[src/pkg/cief_pkg.sv]
// Package for the core interrupt enable and flag block.
// Assumes an 8-bit register space reached over classic Wishbone with 32-bit data.
package cief_pkg;
    // Register indices as printed; byte address is four times the index.
    localparam logic [8:0] CTRL_IDX_B0   = 9'h00B;
    localparam logic [8:0] CTRL_IDX_B1   = 9'h08B;
    localparam logic [8:0] CTRL_IDX_B2   = 9'h10B;
    localparam logic [8:0] CTRL_IDX_B3   = 9'h18B;
    localparam logic [8:0] PFLAG_IDX     = 9'h00C;
    localparam logic [8:0] PEN_IDX       = 9'h08C;
    localparam logic [8:0] IRQ_STAT_IDX  = 9'h0F0;
    localparam logic [8:0] IRQ_MASK_IDX  = 9'h0F1;
    localparam int         ADR_W         = 11;
    // Control register fields.
    localparam int GIE_BIT   = 7;
    localparam int PGE_BIT   = 6;
    localparam int T0E_BIT   = 5;
    localparam int EXE_BIT   = 4;
    localparam int PBE_BIT   = 3;
    localparam int T0F_BIT   = 2;
    localparam int EXF_BIT   = 1;
    localparam int PBF_BIT   = 0;
    // Peripheral enable layout and writable bits.
    localparam int CNV_BIT   = 6;
    localparam int SER_BIT   = 3;
    localparam int CCP_BIT   = 2;
    localparam int T2M_BIT   = 1;
    localparam int T1O_BIT   = 0;
    localparam logic [7:0] PEN_WMASK  = 8'h4F;
    // Reset values.
    localparam logic [7:0] CTRL_RST   = 8'h00;
    localparam logic [7:0] PEN_RST    = 8'h00;
    localparam logic [7:0] PFLAG_RST  = 8'h00;
    localparam logic [3:0] STAT_RST   = 4'h0;
    localparam logic [3:0] MASK_RST   = 4'h0;
    // Interrupt status layout: ext pin, port-B change, timer0, request rise.
    localparam int ST_EXT    = 0;
    localparam int ST_PB     = 1;
    localparam int ST_T0     = 2;
    localparam int ST_REQ    = 3;
endpackage

[src/hw/cief_top.sv]
// Core interrupt enable and flag registers with request generation.
// Also holds the peripheral enables and flags, and a sticky status with its mask.
// Assumes a classic Wishbone master on clk; pins are asynchronous and are synchronised here.
// Assumes the same-clock event inputs are pulses or levels from logic on clk.
//
// Contract
// - Every flag is set by its event regardless of its own enable and of the global enable.
// - With the global enable bit 7 clear no request reaches the core.
// - Peripheral requests also need the group enable bit 6 and their own enable.
// - The control register is readable and writable and holds timer0, port-B and pin bits.
// - The control register answers at four mirrored addresses, one per bank.
// - The timer0 enable bit masks or passes the timer0 overflow flag.
// - The pin flag is set by a pin event and cleared only by a software write of zero.
// - Peripheral enable bit 6 gates the converter completion interrupt.
// - Peripheral enable bit 3 gates the serial port interrupt.
// - Peripheral enable bit 1 gates the timer2 period match interrupt.
// - A peripheral flag register at 0Ch pairs each flag with the same enable bit.
//
// Decided for this implementation: register access over Wishbone.
`timescale 1ns/100ps
module cief_top (
    // Clock and reset.
    input  wire logic        clk,
    input  wire logic        nrst,
    // Wishbone slave.
    input  wire logic        wb_cyc_i,
    input  wire logic        wb_stb_i,
    input  wire logic        wb_we_i,
    input  wire logic [12:0] wb_adr_i,
    input  wire logic [3:0]  wb_sel_i,
    input  wire logic [31:0] wb_dat_i,
    output logic      [31:0] wb_dat_o,
    output logic             wb_ack_o,
    // Event sources.
    input  wire logic        timer0_overflow,
    input  wire logic        external_irq_pin,
    input  wire logic        ext_rising_edge,
    input  wire logic [3:0]  portb_upper_pins,
    input  wire logic [7:0]  periph_events,
    // Core request and system interrupt.
    output logic             core_irq_req,
    output logic             irq
);
    logic [7:0]  ctrl_r;
    logic [7:0]  pen_r;
    logic [7:0]  pflag_r;
    logic [3:0]  stat_r;
    logic [3:0]  mask_r;
    logic [1:0]  pin_sync_r;
    logic        pin_prev_r;
    logic [3:0]  pb_s1_r;
    logic [3:0]  pb_s2_r;
    logic [3:0]  pb_prev_r;
    logic        req_prev_r;
    logic [31:0] rdata_nxt;
    logic        req_nxt;
    logic        ext_evt;
    logic        pb_evt;
    logic        access;
    logic        wr;
    logic        rd;
    logic        hit_ctrl;
    logic        hit_pen;
    logic        hit_pflag;
    logic        hit_stat;
    logic        hit_mask;
    logic [8:0]  idx;
    logic        wr_ctrl;
    logic        wr_pen;
    logic        wr_pflag;
    logic        wr_mask;
    logic        rd_stat;
    logic [3:0]  stat_set;
    logic        t0_gate;
    logic        ext_gate;
    logic        pb_gate;
    logic        cnv_gate;
    logic        ser_gate;
    logic        ccp_gate;
    logic        t2m_gate;
    logic        t1o_gate;
    logic        periph_any;

    // Bus decode; the index is the word address.
    assign access    = wb_cyc_i && wb_stb_i && !wb_ack_o;
    assign wr        = access && wb_we_i && wb_sel_i[0];
    assign rd        = access && !wb_we_i;
    assign idx       = wb_adr_i[12:11] == 2'b00 ? wb_adr_i[10:2] : 9'h1FF;

    assign hit_ctrl  = (idx == cief_pkg::CTRL_IDX_B0) || (idx == cief_pkg::CTRL_IDX_B1)
                    || (idx == cief_pkg::CTRL_IDX_B2) || (idx == cief_pkg::CTRL_IDX_B3);
    assign hit_pen   = idx == cief_pkg::PEN_IDX;
    assign hit_pflag = idx == cief_pkg::PFLAG_IDX;
    assign hit_stat  = idx == cief_pkg::IRQ_STAT_IDX;
    assign hit_mask  = idx == cief_pkg::IRQ_MASK_IDX;

    // Per-register strobes.
    assign wr_ctrl   = wr && hit_ctrl;
    assign wr_pen    = wr && hit_pen;
    assign wr_pflag  = wr && hit_pflag;
    assign wr_mask   = wr && hit_mask;
    assign rd_stat   = rd && hit_stat;

    // Pin synchronisers, two stages before any logic.
    always_ff @(posedge clk or negedge nrst) begin
        if (!nrst) begin
            pin_sync_r <= 2'b00;
            pin_prev_r <= 1'b0;
        end else begin
            pin_sync_r <= {pin_sync_r[0], external_irq_pin};
            pin_prev_r <= pin_sync_r[1];
        end
    end

    // Port-B synchronisers and change history.
    always_ff @(posedge clk or negedge nrst) begin
        if (!nrst) begin
            pb_s1_r    <= 4'h0;
            pb_s2_r    <= 4'h0;
            pb_prev_r  <= 4'h0;
        end else begin
            pb_s1_r    <= portb_upper_pins;
            pb_s2_r    <= pb_s1_r;
            pb_prev_r  <= pb_s2_r;
        end
    end

    assign ext_evt = ext_rising_edge ? (pin_sync_r[1] && !pin_prev_r)
                                     : (!pin_sync_r[1] && pin_prev_r);
    // Port-B change
    assign pb_evt  = pb_s2_r != pb_prev_r;

    // Status events: request rise, timer0, port-B, pin.
    assign stat_set = {req_nxt && !req_prev_r, timer0_overflow, pb_evt, ext_evt};

    // Source gating; each flag is masked by its own enable.
    // timer0 gating
    assign t0_gate    = ctrl_r[cief_pkg::T0E_BIT] && ctrl_r[cief_pkg::T0F_BIT];
    assign ext_gate   = ctrl_r[cief_pkg::EXE_BIT] && ctrl_r[cief_pkg::EXF_BIT];
    assign pb_gate    = ctrl_r[cief_pkg::PBE_BIT] && ctrl_r[cief_pkg::PBF_BIT];
    assign cnv_gate   = pen_r[cief_pkg::CNV_BIT] && pflag_r[cief_pkg::CNV_BIT];
    assign ser_gate   = pen_r[cief_pkg::SER_BIT] && pflag_r[cief_pkg::SER_BIT];
    assign t2m_gate   = pen_r[cief_pkg::T2M_BIT] && pflag_r[cief_pkg::T2M_BIT];
    assign ccp_gate   = pen_r[cief_pkg::CCP_BIT] && pflag_r[cief_pkg::CCP_BIT];
    assign t1o_gate   = pen_r[cief_pkg::T1O_BIT] && pflag_r[cief_pkg::T1O_BIT];
    assign periph_any = cnv_gate || ser_gate || ccp_gate || t2m_gate || t1o_gate;

    // Control register; hardware set wins over software clear.
    always_ff @(posedge clk or negedge nrst) begin
        if (!nrst) begin
            ctrl_r <= cief_pkg::CTRL_RST;
        end else begin
            if (wr_ctrl) begin
                ctrl_r <= wb_dat_i[7:0];
            end
            if (timer0_overflow) begin
                ctrl_r[cief_pkg::T0F_BIT] <= 1'b1;
            end
            if (ext_evt) begin
                ctrl_r[cief_pkg::EXF_BIT] <= 1'b1;
            end
            if (pb_evt) begin
                ctrl_r[cief_pkg::PBF_BIT] <= 1'b1;
            end
        end
    end

    // Peripheral enable register; reserved bits are held at zero.
    always_ff @(posedge clk or negedge nrst) begin
        if (!nrst) begin
            pen_r <= cief_pkg::PEN_RST;
        end else if (wr_pen) begin
            pen_r <= wb_dat_i[7:0] & cief_pkg::PEN_WMASK;
        end
    end

    generate
        for (genvar i = 0; i < 8; i++) begin : g_pflag
            always_ff @(posedge clk or negedge nrst) begin
                if (!nrst) begin
                    pflag_r[i] <= cief_pkg::PFLAG_RST[i];
                end else if (periph_events[i]) begin
                    pflag_r[i] <= 1'b1;
                end else if (wr_pflag) begin
                    pflag_r[i] <= wb_dat_i[i];
                end
            end
        end
    endgenerate

    // Request combination.
    always_comb begin
        req_nxt = 1'b0;
        if (t0_gate) begin
            req_nxt = 1'b1;
        end
        if (ext_gate || pb_gate) begin
            req_nxt = 1'b1;
        end
        if (ctrl_r[cief_pkg::PGE_BIT] && periph_any) begin
            req_nxt = 1'b1;
        end
        if (!ctrl_r[cief_pkg::GIE_BIT]) begin
            req_nxt = 1'b0;
        end
    end

    // Registered request to the core.
    always_ff @(posedge clk or negedge nrst) begin
        if (!nrst) begin
            core_irq_req <= 1'b0;
        end else begin
            core_irq_req <= req_nxt;
        end
    end

    // Previous request, for the rise event in the status register.
    always_ff @(posedge clk or negedge nrst) begin
        if (!nrst) begin
            req_prev_r   <= 1'b0;
        end else begin
            req_prev_r   <= req_nxt;
        end
    end

    // Sticky interrupt status, cleared by a read; a new event wins.
    always_ff @(posedge clk or negedge nrst) begin
        if (!nrst) begin
            stat_r <= cief_pkg::STAT_RST;
        end else begin
            stat_r <= (rd_stat ? 4'h0 : stat_r) | stat_set;
        end
    end

    // Interrupt mask register.
    always_ff @(posedge clk or negedge nrst) begin
        if (!nrst) begin
            mask_r <= cief_pkg::MASK_RST;
        end else if (wr_mask) begin
            mask_r <= wb_dat_i[3:0];
        end
    end

    // Level interrupt from unmasked status bits.
    always_ff @(posedge clk or negedge nrst) begin
        if (!nrst) begin
            irq <= 1'b0;
        end else begin
            irq <= |(stat_r & mask_r);
        end
    end

    // Read data; unmapped addresses read zero and still acknowledge.
    always_comb begin
        rdata_nxt = 32'h0000_0000;
        if (hit_ctrl) begin
            rdata_nxt[7:0] = ctrl_r;
        end else if (hit_pen) begin
            rdata_nxt[7:0] = pen_r;
        end else if (hit_pflag) begin
            rdata_nxt[7:0] = pflag_r;
        end else if (hit_stat) begin
            rdata_nxt[3:0] = stat_r;
        end else if (hit_mask) begin
            rdata_nxt[3:0] = mask_r;
        end
    end

    // Acknowledge, one cycle per request.
    always_ff @(posedge clk or negedge nrst) begin
        if (!nrst) begin
            wb_ack_o <= 1'b0;
        end else begin
            wb_ack_o <= access;
        end
    end

    // Read data, valid only with the acknowledge.
    always_ff @(posedge clk or negedge nrst) begin
        if (!nrst) begin
            wb_dat_o <= 32'h0000_0000;
        end else begin
            wb_dat_o <= rd ? rdata_nxt : 32'h0000_0000;
        end
    end
endmodule

[config.mk]
export PLATFORM = sky130hd
export DESIGN_NAME = cief_top
export DESIGN_NICKNAME = d
export VERILOG_FILES = /design/src/pkg/cief_pkg.sv /design/src/hw/cief_top.sv
export SDC_FILE = /design/constraint.sdc
export NUM_CORES = 1
export LEC_CHECK = 0
export ABC_CLOCK_PERIOD_IN_PS = 2150
export BUFFER_PORTS_ARGS = -buffer_cell sky130_fd_sc_hd__buf_4
export CAP_MARGIN = 20
export CELL_PAD_IN_SITES_DETAIL_PLACEMENT = 1
export CELL_PAD_IN_SITES_GLOBAL_PLACEMENT = 1
export CORE_UTILIZATION = 37
export CTS_CLUSTER_DIAMETER = 120
export DETAILED_ROUTE_END_ITERATION = 8
export GPL_TIMING_DRIVEN = 0
export PLACE_DENSITY_LB_ADDON = 0.1
export SETUP_SLACK_MARGIN = 0.15
export SYNTH_ARGS = -nofsm -noshare
export SYNTH_HDL_FRONTEND = slang
export SYNTH_SLANG_ARGS = --single-unit
[constraint.sdc]
create_clock -name clk -period 2.15 [get_ports clk]
set_clock_uncertainty 0.2 [all_clocks]
set_input_delay 0.215 -clock clk [delete_from_list [all_inputs] [get_ports clk]]
set_output_delay 0.215 -clock clk [all_outputs]
set_load 0.02 [all_outputs]
### After elaboration in Yosys (flattened, before gate mapping)

Index checks and enable logic that the tools add are counted.
W data, S select, Z words.

* eq/ne operators: 9
* muxes and demuxes: 34
* bitwise logic cells: 2
* reduce and logical (&&, ||, !) cells: 48

Operators by type and width (count)
* $eq A9 B8 Y1 const B: 4
* $mux W1: 24
* $mux W8: 3
* $logic_and A1 B1 Y1: 22
* $reduce_bool A2 Y1: 11
* $mux W4: 5
* $eq A9 B4 Y1 const B: 2
* $eq A9 B9 Y1 const B: 2
* $mux W9: 1
* $logic_or A1 B1 Y1: 8
* $logic_not A1 Y1: 5
* $and A4 B4 Y4: 1
* $ne A4 B4 Y1: 1
* $or A4 B4 Y4: 1
* $reduce_or A4 Y1: 1
* $mux W3: 1
* $logic_not A2 Y1: 1

* flip-flop bits (word level): 55
* input bits: 69
* output and inout bits: 35
* logic and storage cells: 117

### Longest topological paths before layout

Gate-level depths: netlist (run 1).

* word-level depth: 10
* depth in mapped cells: 6
* gate-level depth less buffers: 4

### Least setup slack after synthesis (run 1)

No wires, ideal clock.

* kind: input port to flip-flop
* from: in wb_adr_i[12]
* to: reg mask_r[0]
* setup time: 0.125 ns
* data arrival time: 1.753 ns
* required time: 1.825 ns
* slack: 0.072 ns
* cell stages on the path: 6
* path buffers: 2
* cell sequence: or4_4 > buf_6 > nor4_4 > and3_1 > buf_6 > mux2_4

* word-level cells in the longest chain between the ends: 4

Ends and longest elaborated chain
* from (decl): RTL line cief_top.sv:29 `input wire logic [12:0] wb_adr_i,`
* $logic_not A2 Y1: RTL line cief_top.sv:88 `assign idx = wb_adr_i[12:11] == 2'b00 ? wb_adr_i[10:2] : 9'h1FF;`
* $mux W9: RTL line cief_top.sv:88
* $eq A9 B8 Y1: RTL line cief_top.sv:95 `assign hit_mask = idx == cief_pkg::IRQ_MASK_IDX;`
* $logic_and A1 B1 Y1: RTL line cief_top.sv:101 `assign wr_mask = wr && hit_mask;`
* to (signal assigned): RTL line cief_top.sv:238 `mask_r <= cief_pkg::MASK_RST;`
* to (signal assigned): RTL line cief_top.sv:240 `mask_r <= wb_dat_i[3:0];`
* to (decl): RTL line cief_top.sv:48 `logic [3:0] mask_r;`

No other way between the ends.
A chain may end at the register's enable or synchronous reset.

### Final worst setup path (run 1)

* from: in wb_adr_i[11]
* to: reg mask_r[2]

Same word-level chain as after synthesis.

==> qor.txt, run 1 <==
status - completed
Starting Density - 38.43%
fmax - 516.5 MHz
drt drc - 0
Syn Area/Cell - 11.87 sq um
Netlist cell types - 46
Worst EP required - 2.15 ns
met2 Resource Use GR - 29.15%
Max-cap violations - 0
wire per inst - 14.67 um
post-synth top area share - 52.71%
Largest delay share family, worst path - simple AND/OR/NAND/NOR gates
P_leak - 1.631 nW
routed wire length - 6235 um
port buffer count - 48
CTS tree - done
most frequent cells in the layout - buf_4, dfrtp_1, nor2_1, conb_1, dlygate4sd3_1
Layout Cells excl Fill - 425
HP Class - in2reg
number of DRC markers in iteration 0 - 127
RSZ-0062 raised after global routing - no
ANT nets after route - 0
commonest non-fill, non-tap cell in the layout - buf_4
first-pass GRT wire length - 10,210 um
count of final hold-check violations - 0
Seq/Total Area, Yosys - 52.71%
CP bufs+invs - 3
yosys warns - 0
Root Buffer - clkbuf_8
Max Slew Vio Count - 0
Max stage delay cell, worst path - or4_4
Worst-path clk slew - 0.10 ns
initial antenna violation count - 0
Placed Cells - 387
vias per cell - 4.760
M3 GR Usage - 3.272%
via count - 2,023
Worst Slack Setup Final - 0.2141 ns
pre-CTS setup slack - -0.1799 ns
gr usage total - 17.97%
r2r setup slk - 0.27 ns
CTS Buffer Depth - 2
Yosys reg bits - 55
Sink Count - 55
Die Wd - 86.01 um
Area Overhead vs Synth - 36.42%
largest net degree at the start of global routing - 56
H-Tree Depth - 2
Overall Power - 1.900 mW
Nets - 397
core area - 6794 sq um
share of cells above drive strength 1 - 36.47%
EDFF count, synth - 0
crit path kind - in2reg
# setup viols final - 0
n_diodes - 0
number of global-route vias before repair - 2,085
die area - 7398 sq um
Post-Syn Area - 2611 sq um
Worst setup EP type - register
top cells by area, synth - dfrtp_1, buf_4, mux2_2
GPL Wtd Cong - 0.7979
hold slack - 0.04085 ns
CP Data Arrival Time - 1.94 ns
startpoint types - primary input
Synth area leader - dfrtp_1
fin crit share - 90.04%
Mapped Cells - 220
dpl cell area - 3184 sq um
num rows - 30
Clock Latency Late Sink - 0.31 ns
crit-path max FO - 5
Post-synth top flop - dfrtp_1
met1 Use GR - 24.72%
measured slew at the worst slew-check pin - 0.6830 ns
Top cell by count, worst path - buf_6
Overflow after GRT - 0
FFs w/ async S/R, synth - 100.0%
Die Height - 86.01 um
Pre-Repair DR Iteration Count - 4
pwr dens - 533.4 nW/um^2
maximum resistive drop on vdd - 0.0003315 V
DPL Wire Length - 4518 um
total CTS buffers - 5
slew margin rel. - 54.47%
num ports - 104
design area - 3562 sq um
Final min period - 1.936 ns
Worst path max stage delay - 0.51 ns
critical-path cell list - buf_4 > or4_4 > buf_6 > nor4_4 > and3_1 > buf_6 > mux2_4
Most Crowded Layer GR - met2
sequential cells by signal (all words and copies together), names as in the netlist, 2 cells and up:
register / count
ctrl_r: 8
mask_r: 4
pb_prev_r: 4
pb_s1_r: 4
pb_s2_r: 4
pen_r: 5
pflag_r: 8
pin_sync_r: 2
stat_r: 4
wb_dat_o: 8
layer usage:
metal | vias to the layer above | wire length [um]
met4 | 0 | 69
met2 | 68 | 2987
met3 | 6 | 305
met1 | 1003 | 2873
met5 | - | 0
li1 | 946 | -
kinds of logic after synthesis:
logic type / after synthesis / share of synthesized area [%]
other: 1 / 0.1436
AOI/OAI and AO/OA: 31 / 9.247
buffers and inverters: 35 / 9.918
and+or+nand+nor: 66 / 14.47
muxes: 28 / 12.17
DFF: 55 / 52.71
xor gates and xnor gates: 4 / 1.342
path summary, 6_finish.rpt:
path | from | to | cells past startpoint
worst max-delay path | wb_adr_i[11] | mask_r[2]$_DFFE_PN0P_ | 7
worst min-delay path | wb_we_i | wb_dat_o[2]$_DFF_PN0_ | 4
worst max register to register | wb_ack_o$_DFF_PN0_ | pen_r[2]$_DFFE_PN0P_ | 5
worst min register to register | pb_s1_r[2]$_DFF_PN0_ | pb_s2_r[2]$_DFF_PN0_ | 0
max in group asynchronous | nrst | wb_ack_o$_DFF_PN0_ | 2
min in group asynchronous | nrst | pb_s1_r[0]$_DFF_PN0_ | 2
synth_stat cells, types with 2 or more instances:
library cell / count
dfrtp_1: 55
nor2_1: 32
buf_4: 25
mux2_2: 14
mux2i_1: 10
a22oi_1: 6
nand2_1: 6
inv_1: 5
a32oi_1: 4
and3_1: 4
mux2_4: 4
xnor2_1: 4
a211oi_1: 3
buf_6: 3
nand3b_1: 3
o21ai_0: 3
a211o_1: 2
a21o_1: 2
a222oi_1: 2
nand4_1: 2
nor2b_1: 2
nor3_1: 2
nor3_2: 2
nor4_4: 2
o31ai_1: 2
timing repair:
item / in CTS / in global routing
pin swaps: 4 / 2
resized for setup: 1 / 0
setup buffers: 5 / 2
endpoints found under the setup margin: 14 / 9
hold endpoints to repair: 86 / 0
hold buffers: 23 / 0
power by group:
| part | leakage (nW) | total, mW | switching, mW | internal [mW] |
|---|---|---|---|---|
| clock | 0.0408 | 0.582 | 0.348 | 0.234 |
| combinational | 0.936 | 0.261 | 0.128 | 0.133 |
| sequential | 0.655 | 1.06 | 0.00750 | 1.05 |
| total | 1.63 | 1.90 | 0.484 | 1.42 |
tightest hold or removal path, stage by stage:
cell      delay [ns]
buf_4           0.10
nor2_1          0.08
o21ai_0         0.08
a211oi_1        0.05
metrics by stage:
stage	utilization (%)	setup TNS [ns]
5_1_grt	52.43	0
4_1_cts	52.21	0
2_1_floorplan	-	0
3_5_place_dp	46.87	-2.742
3_3_place_gp	46.87	-2.544
6_report	52.43	0
cell type report:
class	instances	area, sq um
inverter	5	18.77
sequential	55	1376
multi-input combinational	153	1071
clock inverter	3	23.77
buffer	30	240.2
timing repair buffer	78	643.1
clock buffer	5	68.82
tap	96	120.1
fill	741	3232
(Power assumes the default switching activity.)
==> run 2, diff against run 1 <==
--- a/config.mk
+++ b/config.mk
@@ -5,6 +5,7 @@
 export SDC_FILE = /design/constraint.sdc
 export NUM_CORES = 1
 export LEC_CHECK = 0
+export ABC_AREA = 0
 export ABC_CLOCK_PERIOD_IN_PS = 2150
 export BUFFER_PORTS_ARGS = -buffer_cell sky130_fd_sc_hd__buf_4
 export CAP_MARGIN = 20
==> constraint.sdc (replaced) <==
create_clock -name clk -period 2.15 [get_ports clk]
set_clock_uncertainty 0.2 [all_clocks]
set_input_delay 0.215 -clock clk [delete_from_list [all_inputs] [get_ports clk]]
set_output_delay 0.215 -clock clk [all_outputs]
set_load 0.1 [all_outputs]
==> run 2 against run 1 <==
  * Hold slack got worse by 0.0032 ns
  * Cell count decreased by 0.47%
  * Non-clock buffer count fell by 2
  * Die area stayed put
  * Maximum frequency decreased by 2.5%
  * First-iteration DRC count down 24%
  * Critical path depth unchanged
  * Clock power increased by 0.7%
  * Design area is 1.3% higher
  * Flip-flop and latch count unchanged
  * Critical path type unchanged
  * Critical endpoint is now mask_r[1]$_DFFE_PN0P_
  * Largest cell class unchanged
  * Highest routed layer unchanged
==> qor.txt, run 2 (synthesized netlist as in run 1, its figures left out) <==
number of global-route vias before repair - 2,067 (-0.86%)
startpoint types - primary input
switching pwr - 0.6374 mW (+32%)
Die Wd - 86.01 um (unchanged)
maximum resistive drop on vdd - 0.0002703 V (-18%)
Worst setup EP type - register
Max-cap violations - 0 (unchanged)
core area - 6794 sq um (unchanged)
Worst-path clk slew - 0.10 ns (about the same)
DPL Wire Length - 4544 um (+0.57%)
Die Height - 86.01 um (unchanged)
status - completed
pwr dens - 569.9 nW/um^2 (+6.8%)
Top Registers - ctrl_r x8, pflag_r x8, wb_dat_o x8
largest net degree at the start of global routing - 56 (unchanged)
total CTS buffers - 5 (unchanged)
Stages on worst setup path - 7 (unchanged)
Worst EP required - 2.15 ns (about the same)
CTS tree - done
P_int - 1.420 mW (+0.27%)
Area Overhead vs Synth - 38.24%
routed wire length - 6271 um (+0.58%)
filler instances - 727 (-1.9%)
clock share of power - 28.5% (-2.1 points)
area of the multi-input gates - 1112 sq um (+3.9%)
GPL Wtd Cong - 0.7968 (-0.14%)
commonest non-fill, non-tap cell in the layout - buf_4
worst hold start - wb_we_i
vias per cell - 4.683 (-1.6%)
Reg area - 1380 sq um (+0.27%)
CTS Buffer Depth - 2 (unchanged)
first-pass GRT wire length - 10,500 um (+2.9%)
Starting Density - 38.43% (unchanged)
RSZ-0062 raised after global routing - yes
Reg2Reg Depth - 6 (+1)
num ports - 104 (unchanged)
pre-CTS setup slack - -0.2224 ns (-0.04248 ns)
HP Class - in2reg
fmax - 503.8 MHz (-2.5%)
Switching Share - 30.99% (+5.5 points)
register share of total power - 51.4% (-4.2 points)
Top cell by count, worst path - buf_6
Max Slew Vio Count - 0 (unchanged)
Worst Hold Depth - 3 (-1)
Pre-Repair DR Iteration Count - 4 (unchanged)
gr usage total - 18.77% (+0.80 points)
n_diodes - 0 (unchanged)
ANT nets after route - 0 (unchanged)
Root Buffer - clkbuf_8
Overflow after GRT - 0 (unchanged)
Nets - 395 (-0.50%)
# setup viols final - 0 (unchanged)
Gate power share - 20.1% (+6.4 points)
num rows - 30 (unchanged)
worst hold endpoint - wb_dat_o[7]$_DFF_PN0_
number of DRC markers in iteration 0 - 96 (-24%)
wire per inst - 14.83 um (+1.1%)
critical-path cell list - buf_4 > or4_4 > buf_6 > nor4_4 > and3_1 > buf_6 > mux2_4
crit-path max FO - 7 (+2)
worst r2r src - wb_ack_o$_DFF_PN0_
most frequent cells in the layout - buf_4, dfrtp_1, nor2_1, conb_1, dlygate4sd3_1
Sink Count - 55 (unchanged)
Worst Slack Setup Final - 0.1651 ns (-0.04900 ns)
crit path kind - in2reg
Max stage delay cell, worst path - or4_4
measured slew at the worst slew-check pin - 0.6882 ns (+0.005184 ns)
via count - 1,981 (-2.1%)
Worst path max stage delay - 0.52 ns (about the same)
CP bufs+invs - 3 (unchanged)
count of final hold-check violations - 0 (unchanged)
die area - 7398 sq um (unchanged)
Clock Latency Late Sink - 0.31 ns (about the same)
r2r setup slk - 0.25 ns (-0.02 ns)
P_leak - 1.642 nW (+0.64%)
Largest delay share family, worst path - simple AND/OR/NAND/NOR gates
CP Data Arrival Time - 1.99 ns (+0.05 ns)
fin crit share - 92.32% (+2.3 points)
slew margin rel. - 54.12% (-0.35 points)
H-Tree Depth - 2 (unchanged)
worst r2r dst - pen_r[6]$_DFFE_PN0P_
hold slack - 0.03768 ns (-0.003176 ns)
share of cells above drive strength 1 - 36.39% (-0.083 points)
initial antenna violation count - 0 (unchanged)
Final min period - 1.985 ns (+0.04900 ns)
port buffer count - 48 (unchanged)
drt drc - 0 (unchanged)
run 2: cell count changes in the layout (fill, tap and decap cells not counted), moves of 2 or more:
cell | before | now
mux2_2 | 14 | 5
mux2_4 | 4 | 13
buf_4 | 80 | 77
clkinvlp_4 | 2 | 0
run 2: layout make-up:
| class | count | share of cell area [%] |
|---|---|---|
| Tap cell | 96 | 3.328 |
| Inverter | 5 | 0.5199 |
| Clock buffer | 5 | 1.906 |
| Buffer | 30 | 6.828 |
| Multi-Input combinational cell | 153 | 30.81 |
| Timing Repair Buffer | 76 | 17.75 |
| Sequential cell | 55 | 38.23 |
| Clock inverter | 3 | 0.6239 |
run 2: power by group through the flow:
stage / sequential, mW / clock, mW / combinational [mW]
2_1_floorplan: 1.09 / 0 / 0.264
3_3_place_gp: 1.08 / 0 / 0.373
3_5_place_dp: 1.08 / 0 / 0.374
4_1_cts: 1.06 / 0.613 / 0.412
5_1_grt: 1.06 / 0.654 / 0.440
6_report: 1.06 / 0.586 / 0.414
run 2: worst max path at each step:
stage | from | endpoint | slack [ns]
5_1_grt | wb_adr_i[12] | stat_r[0]$_DFF_PN0_ | 0.11
4_1_cts | wb_adr_i[12] | mask_r[1]$_DFFE_PN0P_ | 0.16
2_1_floorplan | wb_adr_i[12] | mask_r[0]$_DFFE_PN0P_ | 0.07
3_3_place_gp | wb_adr_i[6] | pen_r[6]$_DFFE_PN0P_ | -0.23
3_5_place_dp | wb_adr_i[6] | pen_r[6]$_DFFE_PN0P_ | -0.22
6_report | wb_adr_i[12] | mask_r[1]$_DFFE_PN0P_ | 0.17
run 2: timing repair:
item / CTS / global route
resized for setup: 2 / 1
hold endpoints to repair: 86 / 0
hold buffers: 23 / 0
buffers inserted: 3 / 2
pin swaps: 1 / 4
endpoints found under the setup margin: 17 / 6
run 2: per-stage QoR:
step	instances	utilization (%)	power, mW	area (sq um)	TNS, ns
5_1_grt	423	53.13	2.154	3610	0
4_1_cts	421	52.84	2.084	3590	0
2_1_floorplan	243	-	1.349	2744	0
3_3_place_gp	387	47.46	1.450	3224	-3.543
3_5_place_dp	387	47.46	1.453	3224	-3.725
6_report	423	53.13	2.057	3610	0
run 2: per-layer routing:
| layer | wire length, um | track usage, % | vias to the layer above | part of all wire (%) |
|---|---|---|---|---|
| met1 | 2939 | 25.68 | 961 | 47 |
| met5 | 0 | 0 | - | 0 |
| li1 | - | - | 948 | - |
| met4 | 112 | 6.212 | 0 | 1.8 |
| met3 | 335 | 3.465 | 7 | 5.3 |
| met2 | 2884 | 30.09 | 65 | 46 |
run 2: worst reg2reg max path, stage by stage (launching register included):
cell      delay [ns]
dfrtp_4         0.48
nand3b_1        0.16
buf_4           0.17
nor2_4          0.11
and4_1          0.23
buf_6           0.14
mux2_4          0.30
